**src/verilog/wdt_pkg.sv**
```systemverilog
/*
  wdt_pkg: register map, field layout, reset values and rate table
  for the windowed watchdog timer.
  Assumes: 32-bit AXI4-Lite data, one register per aligned word.
*/
package wdt_pkg;

  // register indices; byte address is four times the index
  localparam logic [7:0] WDT_IDX_ARM = 8'h3F;
  localparam logic [7:0] WDT_IDX_CONTROL = 8'h3E;
  localparam logic [7:0] WDT_IDX_STATUS = 8'h3D;
  localparam logic [7:0] WDT_IDX_MASK = 8'h3C;
  localparam logic [7:0] WDT_IDX_COUNT = 8'h3B;
  localparam int WDT_ADDR_W = 10;

  // control register bit positions
  localparam int WDT_CTL_WINDOW = 7;
  localparam int WDT_CTL_DBG_STOP = 6;
  localparam int WDT_CTL_WMASK = 5;
  localparam int WDT_CTL_CLK_SEL = 3;
  localparam int WDT_CTL_RATE_LSB = 0;

  // status and mask bit positions
  localparam int WDT_ST_TIMEOUT = 0;
  localparam int WDT_ST_BAD_VALUE = 1;
  localparam int WDT_ST_WINDOW = 2;
  localparam int WDT_ST_W = 3;

  // reset values
  localparam logic [2:0] WDT_RATE_RST = 3'h0;
  localparam logic [WDT_ST_W-1:0] WDT_MASK_RST = 3'h0;

  // restart sequence values
  localparam logic [7:0] WDT_ARM_FIRST = 8'h55;
  localparam logic [7:0] WDT_ARM_SECOND = 8'hAA;

  // time-out exponents, in watchdog clock cycles (power of two)
  localparam int WDT_EXP_R1 = 14;
  localparam int WDT_EXP_R2 = 16;
  localparam int WDT_EXP_R3 = 18;
  localparam int WDT_EXP_R4 = 20;
  localparam int WDT_EXP_R5 = 22;
  localparam int WDT_EXP_R6 = 23;
  localparam int WDT_EXP_R7 = 24;
  localparam int WDT_CNT_W = WDT_EXP_R7 + 1;

  // AXI responses
  localparam logic [1:0] WDT_RESP_OKAY = 2'h0;
  localparam logic [1:0] WDT_RESP_SLVERR = 2'h2;

  // software-visible watchdog configuration
  typedef struct packed {
    logic window_mode_bit;
    logic debug_stop_bit;
    logic watchdog_clock_select;
    logic [2:0] timeout_rate_field;
  } wdt_ctrl_t;

  // one AXI request captured by the slave
  typedef struct packed {
    logic [WDT_ADDR_W-1:0] addr;
    logic [31:0] data;
    logic [3:0] strb;
  } wdt_req_t;

endpackage : wdt_pkg

```
**src/verilog/wdt_sync_edge.sv**
```systemverilog
/*
  wdt_sync_edge: two-flop synchroniser with rising-edge detect.
  Assumes: i_async is unrelated to i_clk_sys and is slower than
  half the system clock rate.
*/
`timescale 1ns/100ps
module wdt_sync_edge (
  // clock and reset
  input wire logic i_clk_sys,
  input wire logic i_rst_b,
  // asynchronous level
  input wire logic i_async,
  // synchronised level and one-cycle rise pulse
  output logic o_level,
  output logic o_rise
);

  logic meta_q;
  logic sync_q;
  logic prev_q;

  // first flop feeds only the second; edge seen on later flops
  always_ff @(posedge i_clk_sys) begin
    if (!i_rst_b) begin
      meta_q <= 1'b0;
      sync_q <= 1'b0;
      prev_q <= 1'b0;
    end else begin
      meta_q <= i_async;
      sync_q <= meta_q;
      prev_q <= sync_q;
    end
  end

  assign o_level = sync_q;
  assign o_rise = sync_q & ~prev_q;

endmodule : wdt_sync_edge

```
**src/verilog/wdt_top.sv**
```systemverilog
/*
  wdt_top: windowed watchdog with AXI4-Lite register access.
  Assumes: the two oscillator clocks arrive as asynchronous inputs
  well below half of i_clk_sys; debug and special-mode levels come
  from logic on i_clk_sys; o_wdt_reset drives the system reset.
*/
// Contract
// RULE_01: window mode: arm writes only in last quarter
// RULE_02: finished sequence restarts timeout; then wait window
// RULE_03: debug-stop bit halts counters in debug
// RULE_04: masked control write keeps window and rate
// RULE_05: nonzero rate enables; timeout issues system reset
// RULE_06: debug, no stop, special: longest normal period
// RULE_07: rate codes map to two-power cycle counts
// RULE_08: watchdog clock picks RC or external oscillator
// RULE_09: arm register always reads zero
// RULE_10: arm writes ignored while watchdog disabled
// RULE_11: wrong arm value while enabled resets immediately
// RULE_12: software writes first then second value in time
// RULE_13: window and rate write once in normal mode
// RULE_14: interrupted restart sequence ends in reset
`timescale 1ns/100ps
module wdt_top
  import wdt_pkg::*;
#(
  parameter int P_EXP_REDUCE = 0
) (
  // clock and reset
  input wire logic i_clk_sys,
  input wire logic i_rst_b,
  // AXI4-Lite write address
  input wire logic i_awvalid,
  output logic o_awready,
  input wire logic [WDT_ADDR_W-1:0] i_awaddr,
  // AXI4-Lite write data
  input wire logic i_wvalid,
  output logic o_wready,
  input wire logic [31:0] i_wdata,
  input wire logic [3:0] i_wstrb,
  // AXI4-Lite write response
  output logic o_bvalid,
  input wire logic i_bready,
  output logic [1:0] o_bresp,
  // AXI4-Lite read address
  input wire logic i_arvalid,
  output logic o_arready,
  input wire logic [WDT_ADDR_W-1:0] i_araddr,
  // AXI4-Lite read data
  output logic o_rvalid,
  input wire logic i_rready,
  output logic [31:0] o_rdata,
  output logic [1:0] o_rresp,
  // oscillator clocks, sampled as plain inputs
  input wire logic i_internal_rc_clock,
  input wire logic i_external_osc_clock,
  // chip mode levels
  input wire logic i_debug_mode,
  input wire logic i_special_mode,
  // results
  output logic o_wdt_reset,
  output logic o_rti_halt,
  output logic o_irq
);

  // decode a byte address into a register index, or flag unmapped
  function automatic logic idx_hit(input logic [WDT_ADDR_W-1:0] a,
                                   input logic [7:0] idx);
    idx_hit = (a[1:0] == 2'h0) && (a[WDT_ADDR_W-1:2] == idx);
  endfunction : idx_hit

  function automatic logic mapped(input logic [WDT_ADDR_W-1:0] a);
    mapped = idx_hit(a, WDT_IDX_ARM) || idx_hit(a, WDT_IDX_CONTROL) ||
             idx_hit(a, WDT_IDX_STATUS) || idx_hit(a, WDT_IDX_MASK) ||
             idx_hit(a, WDT_IDX_COUNT);
  endfunction : mapped

  // rate code to time-out exponent
  function automatic logic [4:0] rate_exp(input logic [2:0] r);
    case (r)
      3'h1: rate_exp = 5'(WDT_EXP_R1 - P_EXP_REDUCE); // RULE_07
      3'h2: rate_exp = 5'(WDT_EXP_R2 - P_EXP_REDUCE);
      3'h3: rate_exp = 5'(WDT_EXP_R3 - P_EXP_REDUCE);
      3'h4: rate_exp = 5'(WDT_EXP_R4 - P_EXP_REDUCE);
      3'h5: rate_exp = 5'(WDT_EXP_R5 - P_EXP_REDUCE);
      3'h6: rate_exp = 5'(WDT_EXP_R6 - P_EXP_REDUCE);
      default: rate_exp = 5'(WDT_EXP_R7 - P_EXP_REDUCE);
    endcase
  endfunction : rate_exp

  // oscillator synchronisers: index 0 is RC, index 1 external
  logic [1:0] osc_raw;
  logic [1:0] osc_rise;
  assign osc_raw = {i_external_osc_clock, i_internal_rc_clock};

  genvar gi;
  generate
    for (gi = 0; gi < 2; gi++) begin : g_osc
      wdt_sync_edge u_sync (
        .i_clk_sys(i_clk_sys),
        .i_rst_b(i_rst_b),
        .i_async(osc_raw[gi]),
        .o_level(),
        .o_rise(osc_rise[gi])
      );
    end
  endgenerate

  // bus slave state
  logic aw_have_q, aw_have_d;
  logic w_have_q, w_have_d;
  logic [WDT_ADDR_W-1:0] awaddr_q, awaddr_d;
  logic [31:0] wdata_q, wdata_d;
  logic [3:0] wstrb_q, wstrb_d;
  logic bvalid_q, bvalid_d;
  logic [1:0] bresp_q, bresp_d;
  logic rvalid_q, rvalid_d;
  logic [31:0] rdata_q, rdata_d;
  logic [1:0] rresp_q, rresp_d;
  logic awready_q, awready_d;
  logic wready_q, wready_d;
  logic arready_q, arready_d;
  logic do_wr;
  logic do_rd;
  wdt_req_t wr_req;

  // watchdog state
  wdt_ctrl_t ctrl_q, ctrl_d;
  logic locked_q, locked_d;
  logic seq_q, seq_d;
  logic [WDT_CNT_W-1:0] cnt_q, cnt_d;
  logic [WDT_ST_W-1:0] status_q, status_d;
  logic [WDT_ST_W-1:0] mask_q, mask_d;
  logic rst_pulse_q, rst_pulse_d;
  logic halt_q, halt_d;
  logic irq_q, irq_d;

  // decoded operating point
  logic enabled;
  logic override;
  logic win_eff;
  logic tick;
  logic [WDT_CNT_W-1:0] period;
  logic [WDT_CNT_W-1:0] win_open;

  always_comb begin
    enabled = (ctrl_q.timeout_rate_field != 3'h0); // RULE_05
    override = enabled && i_debug_mode && !ctrl_q.debug_stop_bit &&
               i_special_mode; // RULE_06
    win_eff = ctrl_q.window_mode_bit && !override; // RULE_06
    period = override ? (WDT_CNT_W'(1) << rate_exp(3'h7)) :
             (WDT_CNT_W'(1) << rate_exp(ctrl_q.timeout_rate_field));
    win_open = period - (period >> 2); // RULE_01
    // clock select picks the sampled oscillator edge
    tick = ctrl_q.watchdog_clock_select ? osc_rise[1] :
           osc_rise[0]; // RULE_08
  end

  // bus handshakes: write fires once both halves are held
  always_comb begin
    do_wr = aw_have_q && w_have_q && !bvalid_q;
    do_rd = i_arvalid && arready_q;
    wr_req = '{addr: awaddr_q, data: wdata_q, strb: wstrb_q};
    aw_have_d = aw_have_q;
    w_have_d = w_have_q;
    awaddr_d = awaddr_q;
    wdata_d = wdata_q;
    wstrb_d = wstrb_q;
    bvalid_d = bvalid_q;
    bresp_d = bresp_q;
    rvalid_d = rvalid_q;
    rdata_d = rdata_q;
    rresp_d = rresp_q;
    if (i_awvalid && awready_q) begin
      aw_have_d = 1'b1;
      awaddr_d = i_awaddr;
    end
    if (i_wvalid && wready_q) begin
      w_have_d = 1'b1;
      wdata_d = i_wdata;
      wstrb_d = i_wstrb;
    end
    if (do_wr) begin
      aw_have_d = 1'b0;
      w_have_d = 1'b0;
      bvalid_d = 1'b1;
      bresp_d = mapped(wr_req.addr) ? WDT_RESP_OKAY : WDT_RESP_SLVERR;
    end else if (bvalid_q && i_bready) begin
      bvalid_d = 1'b0;
    end
    if (do_rd) begin
      rvalid_d = 1'b1;
      rresp_d = mapped(i_araddr) ? WDT_RESP_OKAY : WDT_RESP_SLVERR;
      rdata_d = 32'h0; // arm register and holes read zero; RULE_09
      if (idx_hit(i_araddr, WDT_IDX_CONTROL)) begin
        rdata_d[WDT_CTL_WINDOW] = ctrl_q.window_mode_bit;
        rdata_d[WDT_CTL_DBG_STOP] = ctrl_q.debug_stop_bit;
        rdata_d[WDT_CTL_CLK_SEL] = ctrl_q.watchdog_clock_select;
        rdata_d[WDT_CTL_RATE_LSB +: 3] = ctrl_q.timeout_rate_field;
      end else if (idx_hit(i_araddr, WDT_IDX_STATUS)) begin
        rdata_d[WDT_ST_W-1:0] = status_q;
      end else if (idx_hit(i_araddr, WDT_IDX_MASK)) begin
        rdata_d[WDT_ST_W-1:0] = mask_q;
      end else if (idx_hit(i_araddr, WDT_IDX_COUNT)) begin
        rdata_d[WDT_CNT_W-1:0] = cnt_q;
      end
    end else if (rvalid_q && i_rready) begin
      rvalid_d = 1'b0;
    end
    // one write and one read in flight; ready drops while held
    awready_d = !aw_have_d && !bvalid_d;
    wready_d = !w_have_d && !bvalid_d;
    arready_d = !rvalid_d;
  end

  always_ff @(posedge i_clk_sys) begin
    if (!i_rst_b) begin
      aw_have_q <= 1'b0;
      w_have_q <= 1'b0;
      awaddr_q <= '0;
      wdata_q <= 32'h0;
      wstrb_q <= 4'h0;
      bvalid_q <= 1'b0;
      bresp_q <= WDT_RESP_OKAY;
      rvalid_q <= 1'b0;
      rdata_q <= 32'h0;
      rresp_q <= WDT_RESP_OKAY;
      awready_q <= 1'b0;
      wready_q <= 1'b0;
      arready_q <= 1'b0;
    end else begin
      aw_have_q <= aw_have_d;
      w_have_q <= w_have_d;
      awaddr_q <= awaddr_d;
      wdata_q <= wdata_d;
      wstrb_q <= wstrb_d;
      bvalid_q <= bvalid_d;
      bresp_q <= bresp_d;
      rvalid_q <= rvalid_d;
      rdata_q <= rdata_d;
      rresp_q <= rresp_d;
      awready_q <= awready_d;
      wready_q <= wready_d;
      arready_q <= arready_d;
    end
  end

  // watchdog core: config, counter, restart sequence, events
  logic wr_lane;
  logic wr_arm;
  logic wr_ctl;
  logic in_window;
  logic [7:0] wb;
  logic [WDT_ST_W-1:0] ev;
  logic [WDT_ST_W-1:0] rd_clr;

  always_comb begin
    wr_lane = do_wr && wr_req.strb[0]; // only byte lane 0 is wired
    wb = wr_req.data[7:0];
    wr_arm = wr_lane && idx_hit(wr_req.addr, WDT_IDX_ARM);
    wr_ctl = wr_lane && idx_hit(wr_req.addr, WDT_IDX_CONTROL);
    in_window = !win_eff || (cnt_q >= win_open);
    ctrl_d = ctrl_q;
    locked_d = locked_q;
    seq_d = seq_q;
    cnt_d = cnt_q;
    mask_d = mask_q;
    ev = '0;
    halt_d = i_debug_mode && ctrl_q.debug_stop_bit; // RULE_03
    // counting; halted in debug when asked, idle when disabled
    if (!enabled) begin
      cnt_d = '0;
      seq_d = 1'b0;
    end else if (tick && !halt_d) begin // RULE_03
      if (cnt_q >= period - WDT_CNT_W'(1)) begin
        ev[WDT_ST_TIMEOUT] = 1'b1; // RULE_05
      end else begin
        cnt_d = cnt_q + WDT_CNT_W'(1);
      end
    end
    // arm register writes only matter while enabled
    if (wr_arm && enabled) begin // RULE_10
      if (wb != WDT_ARM_FIRST && wb != WDT_ARM_SECOND) begin
        ev[WDT_ST_BAD_VALUE] = 1'b1; // RULE_11 RULE_14
      end else if (!in_window) begin
        ev[WDT_ST_WINDOW] = 1'b1; // RULE_01 RULE_02
      end else if (wb == WDT_ARM_FIRST) begin
        seq_d = 1'b1; // repeated first values keep it armed
      end else if (seq_q) begin
        seq_d = 1'b0;
        cnt_d = '0; // RULE_02
      end
    end
    // control: debug-stop anytime, rest once in normal mode (any time in special mode) unless masked
    if (wr_ctl) begin
      ctrl_d.debug_stop_bit = wb[WDT_CTL_DBG_STOP];
      if (!wb[WDT_CTL_WMASK] && (!locked_q || i_special_mode)) begin
        ctrl_d.window_mode_bit = wb[WDT_CTL_WINDOW]; // RULE_04
        ctrl_d.watchdog_clock_select = wb[WDT_CTL_CLK_SEL];
        ctrl_d.timeout_rate_field = wb[WDT_CTL_RATE_LSB +: 3];
        locked_d = locked_q || !i_special_mode; // RULE_13
        cnt_d = '0; // new rate starts a fresh period; RULE_05
        seq_d = 1'b0;
      end
    end
    if (wr_lane && idx_hit(wr_req.addr, WDT_IDX_MASK)) begin
      mask_d = wb[WDT_ST_W-1:0];
    end
    // any reset event restarts the period
    if (ev != '0) begin
      cnt_d = '0;
      seq_d = 1'b0;
    end
    rst_pulse_d = (ev != '0);
    // read clears status; a same-cycle event still wins
    rd_clr = (do_rd && idx_hit(i_araddr, WDT_IDX_STATUS)) ? status_q :
             '0;
    status_d = (status_q & ~rd_clr) | ev;
    irq_d = |(status_d & mask_d);
  end

  always_ff @(posedge i_clk_sys) begin
    if (!i_rst_b) begin
      ctrl_q <= '{default: 1'b0, timeout_rate_field: WDT_RATE_RST};
      locked_q <= 1'b0;
      seq_q <= 1'b0;
      cnt_q <= '0;
      status_q <= '0;
      mask_q <= WDT_MASK_RST;
      rst_pulse_q <= 1'b0;
      halt_q <= 1'b0;
      irq_q <= 1'b0;
    end else begin
      ctrl_q <= ctrl_d;
      locked_q <= locked_d;
      seq_q <= seq_d;
      cnt_q <= cnt_d;
      status_q <= status_d;
      mask_q <= mask_d;
      rst_pulse_q <= rst_pulse_d;
      halt_q <= halt_d;
      irq_q <= irq_d;
    end
  end

  // outputs straight from flops
  assign o_awready = awready_q;
  assign o_wready = wready_q;
  assign o_bvalid = bvalid_q;
  assign o_bresp = bresp_q;
  assign o_arready = arready_q;
  assign o_rvalid = rvalid_q;
  assign o_rdata = rdata_q;
  assign o_rresp = rresp_q;
  assign o_wdt_reset = rst_pulse_q;
  assign o_rti_halt = halt_q;
  assign o_irq = irq_q;

endmodule : wdt_top

```
**config.mk**
```make
export PLATFORM = sky130hd
export DESIGN_NAME = wdt_top
export DESIGN_NICKNAME = d
export VERILOG_FILES = /design/src/verilog/wdt_pkg.sv /design/src/verilog/wdt_sync_edge.sv /design/src/verilog/wdt_top.sv
export SDC_FILE = /design/constraint.sdc
export NUM_CORES = 1
export LEC_CHECK = 0
export ABC_AREA = 1
export BUFFER_PORTS_ARGS = -buffer_cell sky130_fd_sc_hd__buf_2
export CORE_MARGIN = 2
export CORE_UTILIZATION = 42
export CTS_CLUSTER_DIAMETER = 60
export DETAILED_ROUTE_END_ITERATION = 8
export GPL_TIMING_DRIVEN = 0
export PLACE_DENSITY = 0.63
export REMOVE_ABC_BUFFERS = 1
export SLEW_MARGIN = 20
export SYNTH_ARGS = -nofsm -noshare
export SYNTH_HDL_FRONTEND = slang
export SYNTH_SLANG_ARGS = --single-unit
```
**constraint.sdc**
```tcl
create_clock -name i_clk_sys -period 3.82 [get_ports i_clk_sys]
set_clock_uncertainty 0.05 [all_clocks]
set_input_delay 0.573 -clock i_clk_sys [delete_from_list [all_inputs] [get_ports i_clk_sys]]
set_output_delay 0.573 -clock i_clk_sys [all_outputs]
set_load 0.03 [all_outputs]
```
==> metrics.txt <==
# TYPE chip_impl_metric gauge
chip_impl_info{name="outcome",value="completed"} 1
chip_impl_metric{name="synth_edf_count",unit=""} 0
chip_impl_metric{name="holdBufCountCts",unit=""} 0
chip_impl_metric{name="reg2reg_depth",unit=""} 26
chip_impl_metric{name="synth_top_cell_area_share",unit="%"} 27.1
chip_impl_metric{name="pin_count_of_the_biggest_net_entering_global_routing",unit=""} 39
chip_impl_metric{name="grt_remaining_overflow",unit=""} 0
chip_impl_metric{name="totalNegativeSetupSlack",unit="ns"} 0
chip_impl_metric{name="core.rowCount",unit=""} 48
chip_impl_metric{name="final_critical_delay_including_setup_and_external_delays",unit="ns"} 3.82
chip_impl_info{name="hold_path.startpoint",value="i_external_osc_clock"} 1
chip_impl_metric{name="initial_utilization",unit="%"} 43.0
chip_impl_metric{name="finalWeightedCongestion",unit=""} 0.909
chip_impl_metric{name="vias_per_cell",unit=""} 5.01
chip_impl_metric{name="synthToLayoutAreaGrowth",unit="%"} 20.5
chip_impl_info{name="path_class",value="reg -> reg"} 1
chip_impl_metric{name="route.antenna.remaining_nets",unit=""} 0
chip_impl_metric{name="worst_slew_margin_rel",unit="%"} 28.4
chip_impl_metric{name="power.net_switching",unit="mW"} 0.727
chip_impl_metric{name="worstPathMaxFanout",unit=""} 7
chip_impl_metric{name="use_met1",unit="%"} 28.2
chip_impl_metric{name="finalSetupViolations",unit=""} 0
chip_impl_metric{name="fmaxAchievable",unit="MHz"} 262
chip_impl_metric{name="worst_pin_slew",unit="ns"} 1.07
chip_impl_metric{name="total_global_route_track_usage",unit="%"} 21.5
chip_impl_metric{name="final_net_count",unit=""} 1398
chip_impl_metric{name="yosys_warnings",unit=""} 0
chip_impl_metric{name="final_hold_viol_count",unit=""} 0
chip_impl_metric{name="clock_power_share",unit="%"} 37.8
chip_impl_metric{name="worst_hold_slack",unit="ns"} 0.344
chip_impl_metric{name="synth.cell_area",unit="sq mm"} 0.00746
chip_impl_metric{name="whs_path_depth",unit=""} 3
chip_impl_metric{name="cell_internal_pwr",unit="mW"} 1.75
chip_impl_metric{name="grt_antenna_before_repair",unit=""} 0
chip_impl_metric{name="post_drt_wl_per_cell",unit="um"} 13.5
chip_impl_metric{name="die-area",unit="sq mm"} 0.0189
chip_impl_metric{name="synthArstFlopShare",unit="%"} 0
chip_impl_info{name="endpoint_kind_of_the_worst_setup_timing_path",value="flip-flop"} 1
chip_impl_info{name="post-synth-top-area-cell",value="sky130_fd_sc_hd__dfxtp_1"} 1
chip_impl_metric{name="port_buffers",unit=""} 74
chip_impl_info{name="synth_most_common_cell",value="sky130_fd_sc_hd__nand2_1"} 1
chip_impl_info{name="cts-root-buf",value="sky130_fd_sc_hd__clkbuf_16"} 1
chip_impl_metric{name="die_x",unit="um"} 137
chip_impl_info{name="grt_most_used_layer",value="met2"} 1
chip_impl_metric{name="vias",unit=""} 7436
chip_impl_info{name="netlist_top_cells_count",value="sky130_fd_sc_hd__nand2_1 (256), sky130_fd_sc_hd__inv_1 (140), sky130_fd_sc_hd__nor2_1 (135), sky130_fd_sc_hd__dfxtp_1 (101), sky130_fd_sc_hd__a21oi_1 (81)"} 1
chip_impl_metric{name="finish.cell_count_without_fillers",unit=""} 1484
chip_impl_metric{name="antennaDiodeCount",unit=""} 0
chip_impl_metric{name="use_met3",unit="%"} 3.61
chip_impl_metric{name="min_period_over_period",unit="%"} 99.9
chip_impl_metric{name="crit_path_dat",unit="ns"} 4.01
chip_impl_metric{name="routed_wirelength",unit="um"} 20000
chip_impl_metric{name="power-per-cell-area",unit="mW/mm^2"} 275
chip_impl_metric{name="slew_violations",unit=""} 0
chip_impl_info{name="synth_area_leaders",value="sky130_fd_sc_hd__dfxtp_1 (27%), sky130_fd_sc_hd__nand2_1 (13%), sky130_fd_sc_hd__ha_1 (13%)"} 1
chip_impl_metric{name="irDropWorstVdd",unit="V"} 0.000212
chip_impl_metric{name="drtPass1Iterations",unit=""} 5
chip_impl_metric{name="fraction_of_met2_tracks_used_by_global_routing",unit="%"} 36.4
chip_impl_metric{name="max_cap_viol_count",unit=""} 0
chip_impl_metric{name="critical_path_required",unit="ns"} 4.02
chip_impl_info{name="worst_setup_path_start_kind",value="flip-flop"} 1
chip_impl_metric{name="postSynthAreaPerCell",unit="sq um"} 6.64
chip_impl_metric{name="ctsLongestPathBuffers",unit=""} 2
chip_impl_info{name="synthFlopType",value="sky130_fd_sc_hd__dfxtp_1"} 1
chip_impl_metric{name="placedCellCount",unit=""} 1441
chip_impl_metric{name="combinational_group_share_of_total_power",unit="%"} 18.1
chip_impl_metric{name="p_leak",unit="nW"} 4.40
chip_impl_metric{name="drt_iter0_markers",unit=""} 563
chip_impl_metric{name="floorplan.die.height",unit="um"} 137
chip_impl_info{name="crit-reg2reg-launch",value="ctrl_q[4]$_SDFFE_PN0P_"} 1
chip_impl_metric{name="cts-buffers-inserted",unit=""} 9
chip_impl_metric{name="synth.yosys.seq_area_share",unit="%"} 27.1
chip_impl_info{name="cts_tree",value="built"} 1
chip_impl_info{name="worstHoldPathType",value="in -> reg"} 1
chip_impl_info{name="setup.worst_path.start",value="ctrl_q[4]$_SDFFE_PN0P_"} 1
chip_impl_metric{name="clock_transition_time_at_the_flip_flop_clock_pins_of_the_worst_setup_and_hold_paths",unit="ns"} 0.07
chip_impl_metric{name="power_frac_seq",unit="%"} 44.2
chip_impl_metric{name="clock-sinks",unit=""} 101
chip_impl_metric{name="core",unit="sq mm"} 0.0174
chip_impl_metric{name="synthCells",unit=""} 1125
chip_impl_metric{name="dp.final_hpwl",unit="um"} 14900
chip_impl_metric{name="clk-insertion-delay-late",unit="ns"} 0.36
chip_impl_metric{name="synth.distinct_cells",unit=""} 46
chip_impl_metric{name="drc",unit=""} 0
chip_impl_metric{name="grt_first_pass_wirelength",unit="um"} 32200
chip_impl_info{name="grt_setup_unrepaired",value="true"} 1
chip_impl_metric{name="number_of_levels_the_h_tree_was_split_into",unit=""} 3
chip_impl_metric{name="pin_count",unit=""} 111
chip_impl_metric{name="ys_ff_latch",unit=""} 101
chip_impl_metric{name="final_layout_size_suffix_gt1_share",unit="%"} 17.6
chip_impl_metric{name="switching_share",unit="%"} 29.3
chip_impl_metric{name="via_count_of_the_first_global_routing_pass",unit=""} 6682
cell usage in the layout, fill, tap and decap left out, types with 5 or more instances in the layout:
master | netlist | final
sky130_fd_sc_hd__a21oi_1 | 81 | 76
sky130_fd_sc_hd__a21oi_2 | 2 | 7
sky130_fd_sc_hd__buf_2 | 4 | 74
sky130_fd_sc_hd__buf_4 | 10 | 23
sky130_fd_sc_hd__clkbuf_16 | 0 | 9
sky130_fd_sc_hd__conb_1 | 2 | 54
sky130_fd_sc_hd__dfxtp_1 | 101 | 97
sky130_fd_sc_hd__ha_1 | 75 | 69
sky130_fd_sc_hd__ha_4 | 0 | 5
sky130_fd_sc_hd__inv_1 | 140 | 128
sky130_fd_sc_hd__inv_2 | 5 | 13
sky130_fd_sc_hd__nand2_1 | 256 | 248
sky130_fd_sc_hd__nand2_2 | 3 | 9
sky130_fd_sc_hd__nand3_1 | 76 | 66
sky130_fd_sc_hd__nand3_2 | 3 | 10
sky130_fd_sc_hd__nand4_1 | 20 | 20
sky130_fd_sc_hd__nor2_1 | 135 | 124
sky130_fd_sc_hd__nor2_2 | 25 | 33
sky130_fd_sc_hd__nor2_4 | 2 | 5
sky130_fd_sc_hd__nor3_1 | 11 | 10
sky130_fd_sc_hd__nor4_1 | 10 | 8
sky130_fd_sc_hd__o211ai_1 | 7 | 7
sky130_fd_sc_hd__o21ai_0 | 52 | 50
sky130_fd_sc_hd__xnor2_1 | 7 | 7
sky130_fd_sc_hd__xor2_1 | 36 | 36
critical path, cell delays in order (launching register included):
cell                      delay, ns
sky130_fd_sc_hd__dfxtp_2       0.36
sky130_fd_sc_hd__inv_2         0.05
sky130_fd_sc_hd__nand3_4       0.12
sky130_fd_sc_hd__inv_4         0.07
sky130_fd_sc_hd__nor4_4        0.29
sky130_fd_sc_hd__buf_4         0.19
sky130_fd_sc_hd__ha_4          0.21
sky130_fd_sc_hd__nand2_2       0.08
sky130_fd_sc_hd__inv_2         0.05
sky130_fd_sc_hd__nand3_4       0.09
sky130_fd_sc_hd__nor2_1        0.04
sky130_fd_sc_hd__nor2_1        0.17
sky130_fd_sc_hd__nand3_4       0.13
sky130_fd_sc_hd__a21oi_2       0.16
sky130_fd_sc_hd__xor2_1        0.16
sky130_fd_sc_hd__ha_1          0.26
sky130_fd_sc_hd__nand2_2       0.13
sky130_fd_sc_hd__inv_2         0.06
sky130_fd_sc_hd__a31oi_1       0.16
sky130_fd_sc_hd__nand3_1       0.14
sky130_fd_sc_hd__nor2_4        0.14
sky130_fd_sc_hd__nand3_2       0.10
sky130_fd_sc_hd__nand3_2       0.11
sky130_fd_sc_hd__nor2_4        0.06
sky130_fd_sc_hd__buf_8         0.18
sky130_fd_sc_hd__nand2_8       0.10
sky130_fd_sc_hd__nor2_1        0.04
power by group through the flow:
stage | sequential, mW | combinational [mW] | clock (mW)
after floorplan | 1.13 | 0.292 | 0
after global placement | 1.12 | 0.381 | 0
after detailed placement | 1.12 | 0.386 | 0
after CTS | 1.09 | 0.398 | 0.961
after global routing | 1.10 | 0.512 | 0.990
final | 1.09 | 0.448 | 0.936
cell families after synthesis:
logic type,count (synthesis),share of synthesized area (%)
flops,101,27.1
buf+inv,181,9.87
other cells,2,0.101
compound gates,164,12.1
xor+xnor,43,5.05
simple gates,555,32.6
fa+ha+maj,76,12.8
mux,3,0.402
final timing paths:
check                                       endpoint  slack (ns)
hold / removal     g_osc[1].u_sync.meta_q$_SDFF_PN0_        0.34
setup / recovery                 cnt_q[2]$_SDFF_PP0_       0.003
setup reg to reg                 cnt_q[2]$_SDFF_PP0_       0.003
hold reg to reg   g_osc[0].u_sync.o_level$_SDFF_PN0_        0.37
sequential cells by signal, indices dropped and copies added (netlist names), 2 cells and up:
register,cells
ctrl_q,6
awaddr_q,10
g_osc.u_sync.prev_q,2
o_rdata,25
wdata_q,8
g_osc.u_sync.o_level,2
mask_q,3
g_osc.u_sync.meta_q,2
status_q,3
cnt_q,25
area by class of cell:
cell class / instances / area [sq um]
multi-input cells: 898 / 5250
well taps: 225 / 282
flip-flops and latches: 101 / 2030
clock inverters: 6 / 71.3
repair buffers: 99 / 578
inverters: 146 / 564
clock buffers: 9 / 225
fillers: 1770 / 8360
per-layer routing:
layer | wire (um) | vias to the layer above
met5 | 0 | -
met4 | 402 | 0
met3 | 1030 | 32
met2 | 9290 | 185
met1 | 9250 | 3352
li1 | - | 3867
timing repair:
action / CTS / global route
setup endpoints to repair: 29 / 28
cloned: 3 / 0
buffers inserted: 12 / 13
pin swaps: 7 / 37
gates resized for setup: 31 / 54
per-stage QoR:
stage | setup slack [ns] | utilization [%] | area, sq um | total power, mW
after floorplan | 0.0256 | - | 7470 | 1.42
after global placement | -0.960 | 46.8 | 8120 | 1.50
after detailed placement | -0.935 | 46.8 | 8120 | 1.51
after CTS | 0.00590 | 50.1 | 8700 | 2.45
after global routing | -0.186 | 51.8 | 9000 | 2.60
final | 0.00268 | 51.8 | 9000 | 2.48
No activity file was read; power rests on OpenSTA's default activity.
